--- src/iff_pkg.sv ---
// Shared constants and carrier types for the instruction fetch front end.
package iff_pkg;
    localparam int WORD_W      = 32;
    localparam int WADDR_W     = 24;
    localparam int OADDR_W     = 21;
    localparam int OCT_WORDS   = 8;
    localparam int SEL_W       = 3;
    localparam int RF_OCTETS   = 6;
    localparam int RF_IDX_W    = 6;
    localparam int RF_ENTRIES  = 48;
    // Register file partition start indices and sizes.
    localparam logic [5:0] RF_BASE_LO  = 6'h00;
    localparam int         RF_BASE_N   = 15;
    localparam logic [5:0] RF_ARITH_LO = 6'h10;
    localparam int         RF_ARITH_N  = 16;
    localparam logic [5:0] RF_INDEX_LO = 6'h21;
    localparam int         RF_INDEX_N  = 7;
    localparam logic [5:0] RF_VPAR_LO  = 6'h28;
    localparam int         RF_VPAR_N   = 8;
    localparam logic [WADDR_W-1:0] START_ADDR = 24'h000000;

    // Instruction word fields.
    typedef struct packed {
        logic [7:0]  opcode;
        logic [3:0]  r_fld;
        logic [3:0]  t_fld;
        logic [3:0]  m_fld;
        logic [11:0] n_fld;
    } iff_instr_t;

    // Octet request toward main memory.
    typedef struct packed {
        logic               valid;
        logic [OADDR_W-1:0] octet_addr;
    } iff_mem_req_t;

    // One returning word of an octet.
    typedef struct packed {
        logic              valid;
        logic [SEL_W-1:0]  word_idx;
        logic [WORD_W-1:0] data;
    } iff_mem_word_t;

    // Register file write request.
    typedef struct packed {
        logic                en;
        logic                from_arith;
        logic [RF_IDX_W-1:0] idx;
    } iff_rf_wr_t;
endpackage : iff_pkg

--- src/iff_fetch.sv ---
// Instruction fetch front end: octet prefetch, two instruction files, holding register.
// Notes on behaviour
// RULE_01 - Four address registers, one for branch targets.
// RULE_02 - Request next octet while current drains.
// RULE_03 - Two instruction files, one octet each.
// RULE_04 - Fill one file, drain it, fill other.
// RULE_05 - Indirect address resident in files selected directly.
// RULE_06 - Output address register steps through indirect chain.
// RULE_07 - Program address held during indirect chain.
// RULE_08 - Register file of six octets, 32-bit.
// RULE_09 - Partitions: base, arithmetic, index, vector parameter.
// RULE_10 - File writes from memory or arithmetic unit.
// RULE_11 - Holding register captures and holds selected word.
// RULE_12 - Level advances unless reserved by earlier one.
// RULE_13 - Word: opcode, R, T, M, N fields.
// RULE_14 - 21-bit octet, 24-bit word addresses.
// RULE_15 - Low three bits select word in octet.
// RULE_16 - File valid only after full octet.
module iff_fetch
    import iff_pkg::*;
(
    // Clock and reset
    input  wire logic                          ref_clk,
    input  wire logic                          resetn,
    // Memory side
    output iff_pkg::iff_mem_req_t              mem_req,
    input  wire logic                          mem_req_ready,
    input  wire iff_pkg::iff_mem_word_t        mem_word,
    // Decode level handshake
    output iff_pkg::iff_instr_t                instr,
    output logic                               instr_valid,
    input  wire logic                          level1_busy,
    // Branch and indirect control
    input  wire logic                          branch_valid,
    input  wire logic [iff_pkg::WADDR_W-1:0]   branch_addr,
    input  wire logic                          indir_valid,
    input  wire logic                          indir_last,
    input  wire logic [iff_pkg::WADDR_W-1:0]   indir_addr,
    output logic                               indir_busy,
    // Register file port
    input  wire iff_pkg::iff_rf_wr_t           rf_wr,
    input  wire logic [iff_pkg::WORD_W-1:0]    rf_mem_data,
    input  wire logic [iff_pkg::WORD_W-1:0]    rf_arith_data,
    input  wire logic [iff_pkg::RF_IDX_W-1:0]  rf_rd_idx,
    output logic      [iff_pkg::WORD_W-1:0]    rf_rd_data
);
    import iff_pkg::*;

    typedef enum logic [1:0] {IFF_SEQ, IFF_IND, IFF_IND_WAIT} iff_mode_t;

    // RULE_15 - word and octet split
    function automatic logic [OADDR_W-1:0] octet_of(input logic [WADDR_W-1:0] a);
        octet_of = a[WADDR_W-1:SEL_W];
    endfunction : octet_of

    // RULE_01 - four address registers
    logic [WADDR_W-1:0] present_addr_ff;   // Word being issued.
    logic [WADDR_W-1:0] look_ahead_ff;     // Next octet to prefetch (octet aligned).
    logic [WADDR_W-1:0] branch_addr_ff;    // Captured branch target.
    logic [WADDR_W-1:0] out_addr_ff;       // Address sent to memory / indirect pointer.

    // RULE_03 - two octet files
    logic [WORD_W-1:0]  file_ff [2][OCT_WORDS];
    logic [OADDR_W-1:0] file_tag_ff [2];
    logic [1:0]         file_valid_ff;
    logic [OCT_WORDS-1:0] fill_mask_ff;
    logic               fill_busy_ff;
    logic               fill_sel_ff;
    logic               req_ff;
    iff_mode_t          mode_ff;
    logic               chain_busy_ff;     // Registered copy of the chain state.
    iff_instr_t         instr_ff;
    logic               instr_valid_ff;

    // Lookup of a word address in either file.
    wire [OADDR_W-1:0] pa_oct  = octet_of(present_addr_ff);
    wire [OADDR_W-1:0] oa_oct  = octet_of(out_addr_ff);
    wire [OADDR_W-1:0] la_oct  = octet_of(look_ahead_ff);
    wire               pa_hit0 = file_valid_ff[0] && (file_tag_ff[0] == pa_oct);
    wire               pa_hit1 = file_valid_ff[1] && (file_tag_ff[1] == pa_oct);
    wire               oa_hit0 = file_valid_ff[0] && (file_tag_ff[0] == oa_oct);
    wire               oa_hit1 = file_valid_ff[1] && (file_tag_ff[1] == oa_oct);
    wire               la_have = (file_valid_ff[0] && file_tag_ff[0] == la_oct)
                               || (file_valid_ff[1] && file_tag_ff[1] == la_oct);
    wire               ind_mode = (mode_ff != IFF_SEQ);
    wire [WADDR_W-1:0] sel_addr = ind_mode ? out_addr_ff : present_addr_ff;
    // RULE_16 - issue from valid file
    wire               sel_hit  = ind_mode ? (oa_hit0 || oa_hit1) : (pa_hit0 || pa_hit1);
    wire               sel_file = ind_mode ? oa_hit1 : pa_hit1;
    wire [WORD_W-1:0]  sel_word = file_ff[sel_file][sel_addr[SEL_W-1:0]];
    // RULE_12 - stall while reserved
    // An indirect start owns its cycle, so the present word is never issued twice.
    wire               issue    = sel_hit && !level1_busy && !branch_valid && !indir_valid
                               && (mode_ff != IFF_IND_WAIT);
    // RULE_04 - refill file not in use
    wire               fill_tgt = pa_hit0 ? 1'b1 : 1'b0;
    // RULE_05 - indirect miss needs fetch
    wire               ind_miss = ind_mode && !(oa_hit0 || oa_hit1);
    // RULE_02 - prefetch while draining
    wire               want_req = !fill_busy_ff && !req_ff
                               && (ind_miss || !la_have || !(pa_hit0 || pa_hit1));
    wire [WADDR_W-1:0] req_word = ind_miss ? out_addr_ff
                               : ((pa_hit0 || pa_hit1) ? look_ahead_ff : present_addr_ff);
    wire               req_done = req_ff && mem_req_ready;
    wire               last_in  = mem_word.valid
                               && ((fill_mask_ff | (8'h01 << mem_word.word_idx)) == 8'hFF);
    logic [OADDR_W-1:0] req_oct_ff;

    // Request register: holds the octet address until memory accepts it.
    always_ff @(posedge ref_clk or negedge resetn) begin
        if (!resetn) begin
            req_ff     <= 1'b0;
            req_oct_ff <= '0;
        end else if (want_req) begin
            req_ff     <= 1'b1;
            // RULE_14 - 21-bit octet address
            req_oct_ff <= octet_of(req_word);
        end else if (req_done) begin
            req_ff     <= 1'b0;
        end
    end

    // Fill tracking. A branch does not cancel a fill in flight; the octet
    // simply lands under the tag set when memory accepted it, which is cheaper than a flush.
    always_ff @(posedge ref_clk or negedge resetn) begin
        if (!resetn) begin
            fill_busy_ff  <= 1'b0;
            fill_sel_ff   <= 1'b0;
            fill_mask_ff  <= '0;
            file_valid_ff <= '0;
            file_tag_ff[0] <= '0;
            file_tag_ff[1] <= '0;
        end else if (req_done) begin
            fill_busy_ff  <= 1'b1;
            fill_sel_ff   <= fill_tgt;
            fill_mask_ff  <= '0;
            file_valid_ff[fill_tgt] <= 1'b0;
            file_tag_ff[fill_tgt]   <= req_oct_ff;
        end else if (fill_busy_ff && mem_word.valid) begin
            fill_mask_ff <= fill_mask_ff | (8'h01 << mem_word.word_idx);
            // RULE_16 - valid on full octet
            if (last_in) begin
                file_valid_ff[fill_sel_ff] <= 1'b1;
                fill_busy_ff               <= 1'b0;
            end
        end
    end

    // Word storage for both files.
    always_ff @(posedge ref_clk) begin
        if (fill_busy_ff && mem_word.valid) begin
            file_ff[fill_sel_ff][mem_word.word_idx] <= mem_word.data;
        end
    end

    // Address registers and indirect sequencing.
    always_ff @(posedge ref_clk or negedge resetn) begin
        if (!resetn) begin
            present_addr_ff <= START_ADDR;
            look_ahead_ff   <= START_ADDR + 24'h000008;
            branch_addr_ff  <= START_ADDR;
            out_addr_ff     <= START_ADDR;
            mode_ff         <= IFF_SEQ;
            chain_busy_ff   <= 1'b0;
        end else if (branch_valid) begin
            branch_addr_ff  <= branch_addr;
            present_addr_ff <= branch_addr;
            look_ahead_ff   <= {branch_addr[WADDR_W-1:SEL_W] + 21'h000001, 3'h0};
            mode_ff         <= IFF_SEQ;
            chain_busy_ff   <= 1'b0;
        end else begin
            unique case (mode_ff)
                IFF_SEQ: begin
                    if (indir_valid) begin
                        // RULE_06 - load first modifier address
                        out_addr_ff   <= indir_addr;
                        mode_ff       <= indir_last ? IFF_SEQ : IFF_IND;
                        chain_busy_ff <= !indir_last;
                    end else if (issue) begin
                        present_addr_ff <= present_addr_ff + 24'h000001;
                        if (la_oct == pa_oct) begin
                            look_ahead_ff <= look_ahead_ff + 24'h000008;
                        end
                    end else if (la_oct == pa_oct) begin
                        look_ahead_ff <= look_ahead_ff + 24'h000008;
                    end
                end
                IFF_IND: begin
                    // RULE_07 - program address held
                    if (issue) begin
                        mode_ff <= IFF_IND_WAIT;
                    end
                end
                IFF_IND_WAIT: begin
                    // RULE_06 - step to next address
                    if (indir_valid) begin
                        out_addr_ff   <= indir_addr;
                        mode_ff       <= indir_last ? IFF_SEQ : IFF_IND;
                        chain_busy_ff <= !indir_last;
                    end
                end
            endcase
        end
    end

    // RULE_11 - capture and hold word
    always_ff @(posedge ref_clk or negedge resetn) begin
        if (!resetn) begin
            instr_ff       <= '0;
            instr_valid_ff <= 1'b0;
        end else if (issue) begin
            // RULE_13 - field layout via struct
            instr_ff       <= iff_instr_t'(sel_word);
            instr_valid_ff <= 1'b1;
        end else if (!level1_busy) begin
            instr_valid_ff <= 1'b0;
        end
    end

    // Outputs are registered copies.
    assign mem_req.valid      = req_ff;
    assign mem_req.octet_addr = req_oct_ff;
    assign instr              = instr_ff;
    assign instr_valid        = instr_valid_ff;
    assign indir_busy         = chain_busy_ff;

    // RULE_09 - partitioned register file
    iff_regfile #(
        .ENTRIES (RF_ENTRIES)
    ) u_regfile (
        .ref_clk    (ref_clk),
        .resetn     (resetn),
        .wr         (rf_wr),
        .mem_data   (rf_mem_data),
        .arith_data (rf_arith_data),
        .rd_idx     (rf_rd_idx),
        .rd_data    (rf_rd_data)
    );

    // Assertions.
    property p_hold_pa;
        @(posedge ref_clk) disable iff (!resetn)
        (ind_mode && !branch_valid) |=> $stable(present_addr_ff);
    endproperty
    a_hold_pa: assert property (p_hold_pa) else $error("program address moved in chain"); // RULE_07

    property p_oa_load;
        @(posedge ref_clk) disable iff (!resetn)
        (indir_valid && !branch_valid && mode_ff != IFF_IND) |=> (out_addr_ff == $past(indir_addr));
    endproperty
    a_oa_load: assert property (p_oa_load) else $error("output address not loaded"); // RULE_06

    property p_issue_valid;
        @(posedge ref_clk) disable iff (!resetn)
        issue |-> (file_valid_ff[sel_file]);
    endproperty
    a_issue_valid: assert property (p_issue_valid) else $error("issue from invalid file"); // RULE_16

    property p_ir_capture;
        @(posedge ref_clk) disable iff (!resetn)
        issue |=> (instr_valid && instr == iff_instr_t'($past(sel_word)));
    endproperty
    a_ir_capture: assert property (p_ir_capture) else $error("word not captured"); // RULE_11

    property p_ir_hold;
        @(posedge ref_clk) disable iff (!resetn)
        level1_busy |=> $stable(instr);
    endproperty
    a_ir_hold: assert property (p_ir_hold) else $error("holding register changed while busy"); // RULE_12

    property p_chain_flag;
        @(posedge ref_clk) disable iff (!resetn)
        chain_busy_ff == ind_mode;
    endproperty
    a_chain_flag: assert property (p_chain_flag) else $error("chain flag disagrees with mode"); // RULE_07

    property p_req_hold;
        @(posedge ref_clk) disable iff (!resetn)
        (mem_req.valid && !mem_req_ready) |=> (mem_req.valid && $stable(mem_req.octet_addr));
    endproperty
    a_req_hold: assert property (p_req_hold) else $error("request dropped before accept"); // RULE_14

    property p_fill_valid;
        @(posedge ref_clk) disable iff (!resetn)
        (fill_busy_ff && last_in) |=> file_valid_ff[$past(fill_sel_ff)];
    endproperty
    a_fill_valid: assert property (p_fill_valid) else $error("file not marked valid"); // RULE_04

    property p_fill_other;
        @(posedge ref_clk) disable iff (!resetn)
        (req_done && !ind_mode && (pa_hit0 || pa_hit1)) |-> (fill_tgt != pa_hit1);
    endproperty
    a_fill_other: assert property (p_fill_other) else $error("refill hit active file"); // RULE_02

    c_issue:  cover property (@(posedge ref_clk) disable iff (!resetn) issue ##1 issue);
    c_chain:  cover property (@(posedge ref_clk) disable iff (!resetn) mode_ff == IFF_IND ##[1:20] mode_ff == IFF_SEQ);
    c_branch: cover property (@(posedge ref_clk) disable iff (!resetn) branch_valid ##[1:40] issue);
endmodule : iff_fetch

--- src/iff_regfile.sv ---
// Six-octet register file of 32-bit words inside the fetch front end.
module iff_regfile
    import iff_pkg::*;
#(
    parameter int ENTRIES = RF_ENTRIES
) (
    // Clock and reset
    input  wire logic                       ref_clk,
    input  wire logic                       resetn,
    // Write side
    input  wire iff_pkg::iff_rf_wr_t        wr,
    input  wire logic [iff_pkg::WORD_W-1:0] mem_data,
    input  wire logic [iff_pkg::WORD_W-1:0] arith_data,
    // Read side
    input  wire logic [iff_pkg::RF_IDX_W-1:0] rd_idx,
    output logic      [iff_pkg::WORD_W-1:0]   rd_data
);
    import iff_pkg::*;

    logic [WORD_W-1:0] mem_ff [ENTRIES];
    logic [WORD_W-1:0] wr_data;
    logic              wr_ok;

    // RULE_10 - source mux select
    assign wr_data = wr.from_arith ? arith_data : mem_data;
    // Out-of-range indices are dropped so the array never aliases.
    assign wr_ok   = wr.en && (int'(wr.idx) < ENTRIES);

    // RULE_08 - six octet storage
    always_ff @(posedge ref_clk or negedge resetn) begin
        if (!resetn) begin
            for (int i = 0; i < ENTRIES; i++) begin
                mem_ff[i] <= '0;
            end
        end else if (wr_ok) begin
            mem_ff[wr.idx] <= wr_data;
        end
    end

    // Registered read keeps the top-level outputs flop-driven.
    always_ff @(posedge ref_clk or negedge resetn) begin
        if (!resetn) begin
            rd_data <= '0;
        end else if (int'(rd_idx) < ENTRIES) begin
            rd_data <= mem_ff[rd_idx];
        end else begin
            rd_data <= '0;
        end
    end
endmodule : iff_regfile
--- config.mk ---
export PLATFORM = sky130hd
export DESIGN_NAME = iff_fetch
export DESIGN_NICKNAME = d
export VERILOG_FILES = /design/src/iff_pkg.sv /design/src/iff_fetch.sv /design/src/iff_regfile.sv
export SDC_FILE = /design/constraint.sdc
export NUM_CORES = 2
export LEC_CHECK = 0
export BUFFER_PORTS_ARGS = -buffer_cell sky130_fd_sc_hd__buf_2
export CAP_MARGIN = 5
export CELL_PAD_IN_SITES_DETAIL_PLACEMENT = 1
export CELL_PAD_IN_SITES_GLOBAL_PLACEMENT = 1
export CORE_MARGIN = 5
export CORE_UTILIZATION = 52
export CTS_CLUSTER_SIZE = 14
export DETAILED_ROUTE_END_ITERATION = 8
export GPL_TIMING_DRIVEN = 0
export PLACE_DENSITY_LB_ADDON = 0.05
export REMOVE_ABC_BUFFERS = 1
export SLEW_MARGIN = 5
export SYNTH_ARGS = -nofsm -noshare
export SYNTH_HDL_FRONTEND = slang
export SYNTH_SLANG_ARGS = --single-unit
--- constraint.sdc ---
create_clock -name ref_clk -period 5.6 [get_ports ref_clk]
set_input_delay 1.12 -clock ref_clk [delete_from_list [all_inputs] [get_ports ref_clk]]
set_output_delay 1.12 -clock ref_clk [all_outputs]
set_load 0.005 [all_outputs]
# Yosys cells after proc, flatten, opt, wreduce, memory -nomap -nowiden
# Memories as Yosys holds them, arrays and structs flattened.
# Index checks and enable logic that the tools add are counted.
totals:
  register_bits: 1752
  ram_bits: 512
  out_inout_bits: 88
  mem_count: 1
classes:
  shifts: 1
  n_eq_ne: 15
  mux: 56
  reduce_logical: 53
  order_cmp: 14
  bitwise: 10
  n_addsub: 3
memory_table:
  columns: ["name", "words", "width", "rd", "rd_ports_with_merged_regs", "write_ports", "line", "rtl"]
  rows:
  - ["file_ff", 2, 256, 1, 0, 1, "iff_fetch.sv:63", "logic [WORD_W-1:0] file_ff [2][OCT_WORDS];"]
ops:
  columns: ["op", "n"]
  rows:
  - ["bitwise mux 1536 bit", 1]
  - ["two-way mux 256 bit", 1]
  - ["two-way mux 32 bit", 8]
  - ["two-way mux 24 bit", 10]
  - ["binary-select mux 32 bit (select 6 bit)", 1]
  - ["demux 32 bit (select 6 bit)", 1]
  - ["== test 21 bit", 7]
  - ["binary-select mux 32 bit (select 3 bit)", 1]
  - ["demux 32 bit (select 3 bit)", 1]
  - ["bitwise mux 42 bit", 1]
  - ["adder 24 x 1 -> 24 bit (second input constant)", 1]
  - ["adder 24 x 4 -> 24 bit (second input constant)", 1]
  - ["logical AND 1 bit", 22]
  - ["adder 21 x 1 -> 21 bit (second input constant)", 1]
  - ["demux 21 bit (select 1 bit)", 1]
  - ["two-way mux 21 bit", 1]
  - ["nonzero test 2 bit", 9]
  - ["two-way mux 1 bit", 17]
  - ["two-way mux 8 bit", 2]
  - ["greater-or-equal comparator 7 bit (second input constant)", 2]
  - ["inverter 6 -> 7 bit", 2]
  - ["less-than comparator 6 bit (second input constant)", 2]
  - ["two-way mux 2 bit", 6]
  - ["logical NOT 1 bit", 9]
  - ["30 further kinds", 44]

# Depth between registers and ports, before layout
depth:
  depth_word: 12
  ltp_mapped: 16
  mapped_depth_nobuf: 11

# Modules after synthesis
# A second synthesis with hierarchy kept.
hier_totals:
  cells_unflattened: 8406
  hier_area_um2: 98340.6
by_module_without_submodules:
  columns: ["mod", "area_per_inst_um2", "seq_area_each_um2", "instances", "cells_per_inst"]
  rows:
  - ["iff_regfile", 68116.6, 39237.6, 1, 6307]
  - ["iff_fetch", 30224.0, 19905.3, 1, 2099]

# Worst setup path before layout
# No wires, ideal clock.
synth_timing:
  path_kind: "input to register"
  startpoint: "input mem_word[35] (netlist name)"
  endpoint: "memory file_ff[0][224] (netlist name), enable pin"
  path_buffers: 0
  setup_time_ps: 501
  required_ps: 5099
  arrival_time_ps: 4561
  slack_ps: 538
  cell_stages: 3
  path_cell_list: "nand2_1 or2_2 nor4_1"
synth_via:
  elab_chain_cells: 3
synth_rtl:
  columns: ["element", "line", "rtl"]
  rows:
  - ["start: declaration", "iff_fetch.sv:28", "input wire iff_pkg::iff_mem_word_t mem_word,"]
  - ["logical AND 1 bit", "iff_fetch.sv:151", "if (fill_busy_ff && mem_word.valid) begin"]
  - ["two-way mux 1 bit", "iff_fetch.sv:151", null]
  - ["two-way mux 256 bit (implied by the code)", "iff_fetch.sv:152", "file_ff[fill_sel_ff][mem_word.word_idx] <= mem_word.data;"]
  - ["end: declaration", "iff_fetch.sv:63", null]
# No other way between the ends.

# Final worst setup path
layout_timing:
  startpoint: "input rf_rd_idx[0] (netlist name)"
  endpoint: "register u_regfile.rd_data[1] (netlist name)"
layout_via:
  elab_chain_cells: 5
layout_rtl:
  columns: ["element", "line", "rtl"]
  rows:
  - ["start: declaration", "iff_fetch.sv:44", "input wire logic [iff_pkg::RF_IDX_W-1:0] rf_rd_idx,"]
  - ["inverter 6 -> 7 bit (implied by the code)", "iff_regfile.sv:45", "rd_data <= mem_ff[rd_idx];"]
  - ["binary-select mux 32 bit (select 6 bit)", "iff_regfile.sv:45", null]
  - ["two-way mux 32 bit (implied by the code) (2 in series)", "iff_regfile.sv:45", null]
  - ["two-way mux 32 bit (*)", "iff_regfile.sv:44", "end else if (int'(rd_idx) < ENTRIES) begin"]
  - ["end signal: assignment", "iff_regfile.sv:45", null]
  - ["end: declaration", "iff_regfile.sv:16", "output logic [iff_pkg::WORD_W-1:0] rd_data"]
# Mark *: on every way between the ends. The rest lies on a longest branch, timed or not. The select of a mux whose other input is x is not followed.
# A chain may end at the register's enable or synchronous reset.

==> reports/metrics.yaml <==
hp-class: "input pin to async pin"
clk_pin_slew_worst_paths_ps: 60
setup.worst_path.start: "rf_rd_idx[0]"
worst-path-buf-inv: 5
use_met3: 0.03772
gp_congestion: 0.8537
startpoint_type: "input pin"
cts-root-buf: "clkbuf_16"
cts_sinks: 2261
syn2layout_area_growth_pct: 14.96
rows: 158
grt_max_degree: 160
drc: 0
cts-buffers-inserted: 231
crit_top_cell: "buf_16"
synth_seq_cells: 2261
die_w_um: 442.6
period_share: 0.7385
grt_pass1_wl_mm: 433.7
tritoncts: "built"
synth.top_cells.by_area: "dfrtp_1, edfxtp_1, mux4_2"
post_cts_buffers: 0
synth_top_area_frac: 0.4496
grt_pass1_vias: 69825
cp_top_family: "buffers and inverters"
cts_buffer_depth: 3
grt_use_met2: 0.5085
synthArstFlopShare: 0.7736
finalSetupTns_ps: 0
io_pins: 257
yosys_warnings: 0
vdd.ir_drop.worst_mv: 0.3781
clock_latency_ps: 880
rsz0062_at_grt: "false"
maxCapViolCount: 0
status: "completed"
met1_usage: 0.3665
netlist_area_mm2: 0.09729
yosysSeqAreaShare: 0.6079
slowest_delay_ps: 570
num-nets-final: 7993
antenna_left: 0
layout-drive-gt1-share: 0.2061
syn_avg_cell_area_um2: 12.43
path_max_fanout: 53
viasPerCell: 6.024
synth-edff-count: 512
die-area_mm2: 0.1959
firstDrtPassIters: 5
drt-initial-drc-count: 4473
start_util: 0.5236
critPathSlowestCell: "mux4_2"
finalHoldViolations: 0
maxSlewViolCount: 0
min_period_ps: 4136
wl_per_cell_um: 26.86
tightestPinTransition_ps: 1360
hpwl_mm: 177.0
syn_inst: 7825
setup-violations-final: 0
final_cell_area_mm2: 0.1119
r2r_start: "present_addr_ff[19]"
power_density_mw_per_mm2: 379.9
antenna_found_initial: 18
grt-ovfl-total: 0
crit_type: "input pin to flop"
clock.fmax_ghz: 0.2418
reg2reg_to: "req_oct_ff[6]"
via_count: 63353
crit_chain: "buf_8, buf_16, buf_16, buf_16, buf_16, mux4_2, mux4_2, mux2i_1, o22ai_1"
wirelength_mm: 282.4
yosysTopAreaCell: "dfrtp_1"
ys_types: 65
core_mm2: 0.1858
hold_buffers: 0
r2r_cells: 8
grt_usage: 0.2889
end_kind: "flop"
synthFlopType: "dfrtp_1"
cts_resized: 0
p_leak_nw: 47.35
slew_headroom: 0.09051
skew_ps: 34.20
port_buffers: 256
grt-busiest-layer: "met2"
htree_levels: 4
die_h_um: 442.6
cp_data_required_time_ps: 6290
placed_area_mm2: 0.1039
ff2ff_setup_slack_ps: 1690
cp_data_arrival_time_ps: 4830
==> how the worst max path moves through the flow <==
| stage | slack [ps] | depth (start not counted) | to |
|---|---|---|---|
| 2_1_floorplan | -12350 | 6 | instr[0] |
| 4_1_cts | 1300 | 9 | u_regfile.rd_data[1] |
| 3_3_place_gp | -35710 | 1 | instr[3] |
| 5_1_grt | 1210 | 9 | u_regfile.rd_data[1] |
| 3_5_place_dp | 410 | 9 | u_regfile.rd_data[1] |
| 6_report | 1460 | 9 | u_regfile.rd_data[1] |
==> state kept, by name, indices dropped and copies added, names as in the netlist, 2 cells and up <==
| register | flops |
|---|---|
| u_regfile.mem_ff | 1536 |
| file_ff | 512 |
| file_tag_ff | 42 |
| instr | 32 |
| u_regfile.rd_data | 32 |
| out_addr_ff | 24 |
| present_addr_ff | 24 |
| look_ahead_ff | 21 |
| req_oct_ff | 21 |
| fill_mask_ff | 8 |
| file_valid_ff | 2 |
| mode_ff | 2 |
==> per-layer routing <==
layer | vias up | wire length (um)
met5 | - | 30
met4 | 4 | 10940
met3 | 465 | 10890
met2 | 1366 | 147300
met1 | 33653 | 113300
li1 | 27865 | -
==> where the power goes <==
group / switching, mW / total (mW) / internal [mW]
clock: 6.71 / 15.9 / 9.14
sequential: 1.46 / 20.4 / 19.0
combinational: 3.24 / 6.22 / 2.98
total: 11.4 / 42.5 / 31.1
==> kinds of logic (layout without fill, tap and decap cells) <==
| family | count (synthesis) | count (layout) | synth area share |
|---|---|---|---|
| adders and majority gates | 2 | 2 | 0.0002572 |
| and+or+nand+nor | 1954 | 1954 | 0.08089 |
| buffers and inverters | 756 | 951 | 0.03183 |
| DFF | 2261 | 2261 | 0.6079 |
| other | 0 | 16 | 0 |
| xor gates and xnor gates | 208 | 208 | 0.01872 |
| muxes | 878 | 878 | 0.1653 |
| AOI/OAI and AO/OA | 1766 | 1766 | 0.09511 |
==> cells in the mapped netlist (32+ instances only) <==
library cell and number:
o21ai_1 59, xnor2_1 80, o22ai_1 34, dfrtp_1 1748
inv_1 41, mux2_2 69, mux4_2 576, mux2i_1 233
o21ai_0 874, a22o_1 32, clkbuf_1 586, edfxtp_1 512
nand3_1 34, buf_2 93, nor2_1 698, a21oi_1 711
nand2_1 1074, xor2_1 128
==> stage by stage <==
step / instances / worst slack (ps) / hold slack [ps] / power (mW) / util
3_5_place_dp: 10069 / 410.7 / 464.7 / 26.91 / 0.5592
3_3_place_gp: 9846 / -35710 / 456.0 / 26.87 / 0.5313
5_1_grt: 10510 / 1215 / 142.5 / 44.36 / 0.6018
4_1_cts: 10500 / 1303 / 117.5 / 42.85 / 0.6017
6_report: 10516 / 1464 / 142.7 / 42.49 / 0.6019
2_1_floorplan: 7110 / -12350 / 444.6 / 24.24 / -
==> layout make-up <==
type	instances	area, um^2
fill	17958	73980
clock inverter	101	1144
sequential	2261	59140
timing repair buffer	479	5558
tap	2480	3103
antenna	16	40.04
multi-input combinational	4808	35960
inverter	41	153.9
clock buffer	330	6753
==> cells in the final DEF (no fill, tap or decap), drive strengths merged, types with 15 or more instances in the layout <==
master,Yosys,layout
a22o,32,32
clkinv,0,72
a221o,22,22
xor2,128,128
buf,129,479
o21ai,933,933
nand2,1075,1075
bufinv,0,16
and3,15,15
inv,41,49
xnor2,80,80
clkbuf,586,330
nor4,30,30
mux4,576,576
edfxtp,512,512
nand3,38,38
a21oi,730,730
mux2i,233,233
nor3,21,21
o22ai,35,35
nand4,25,25
diode,0,16
mux2,69,69
dfrtp,1748,1748
nor2,700,700
(Power assumes the default switching activity.)
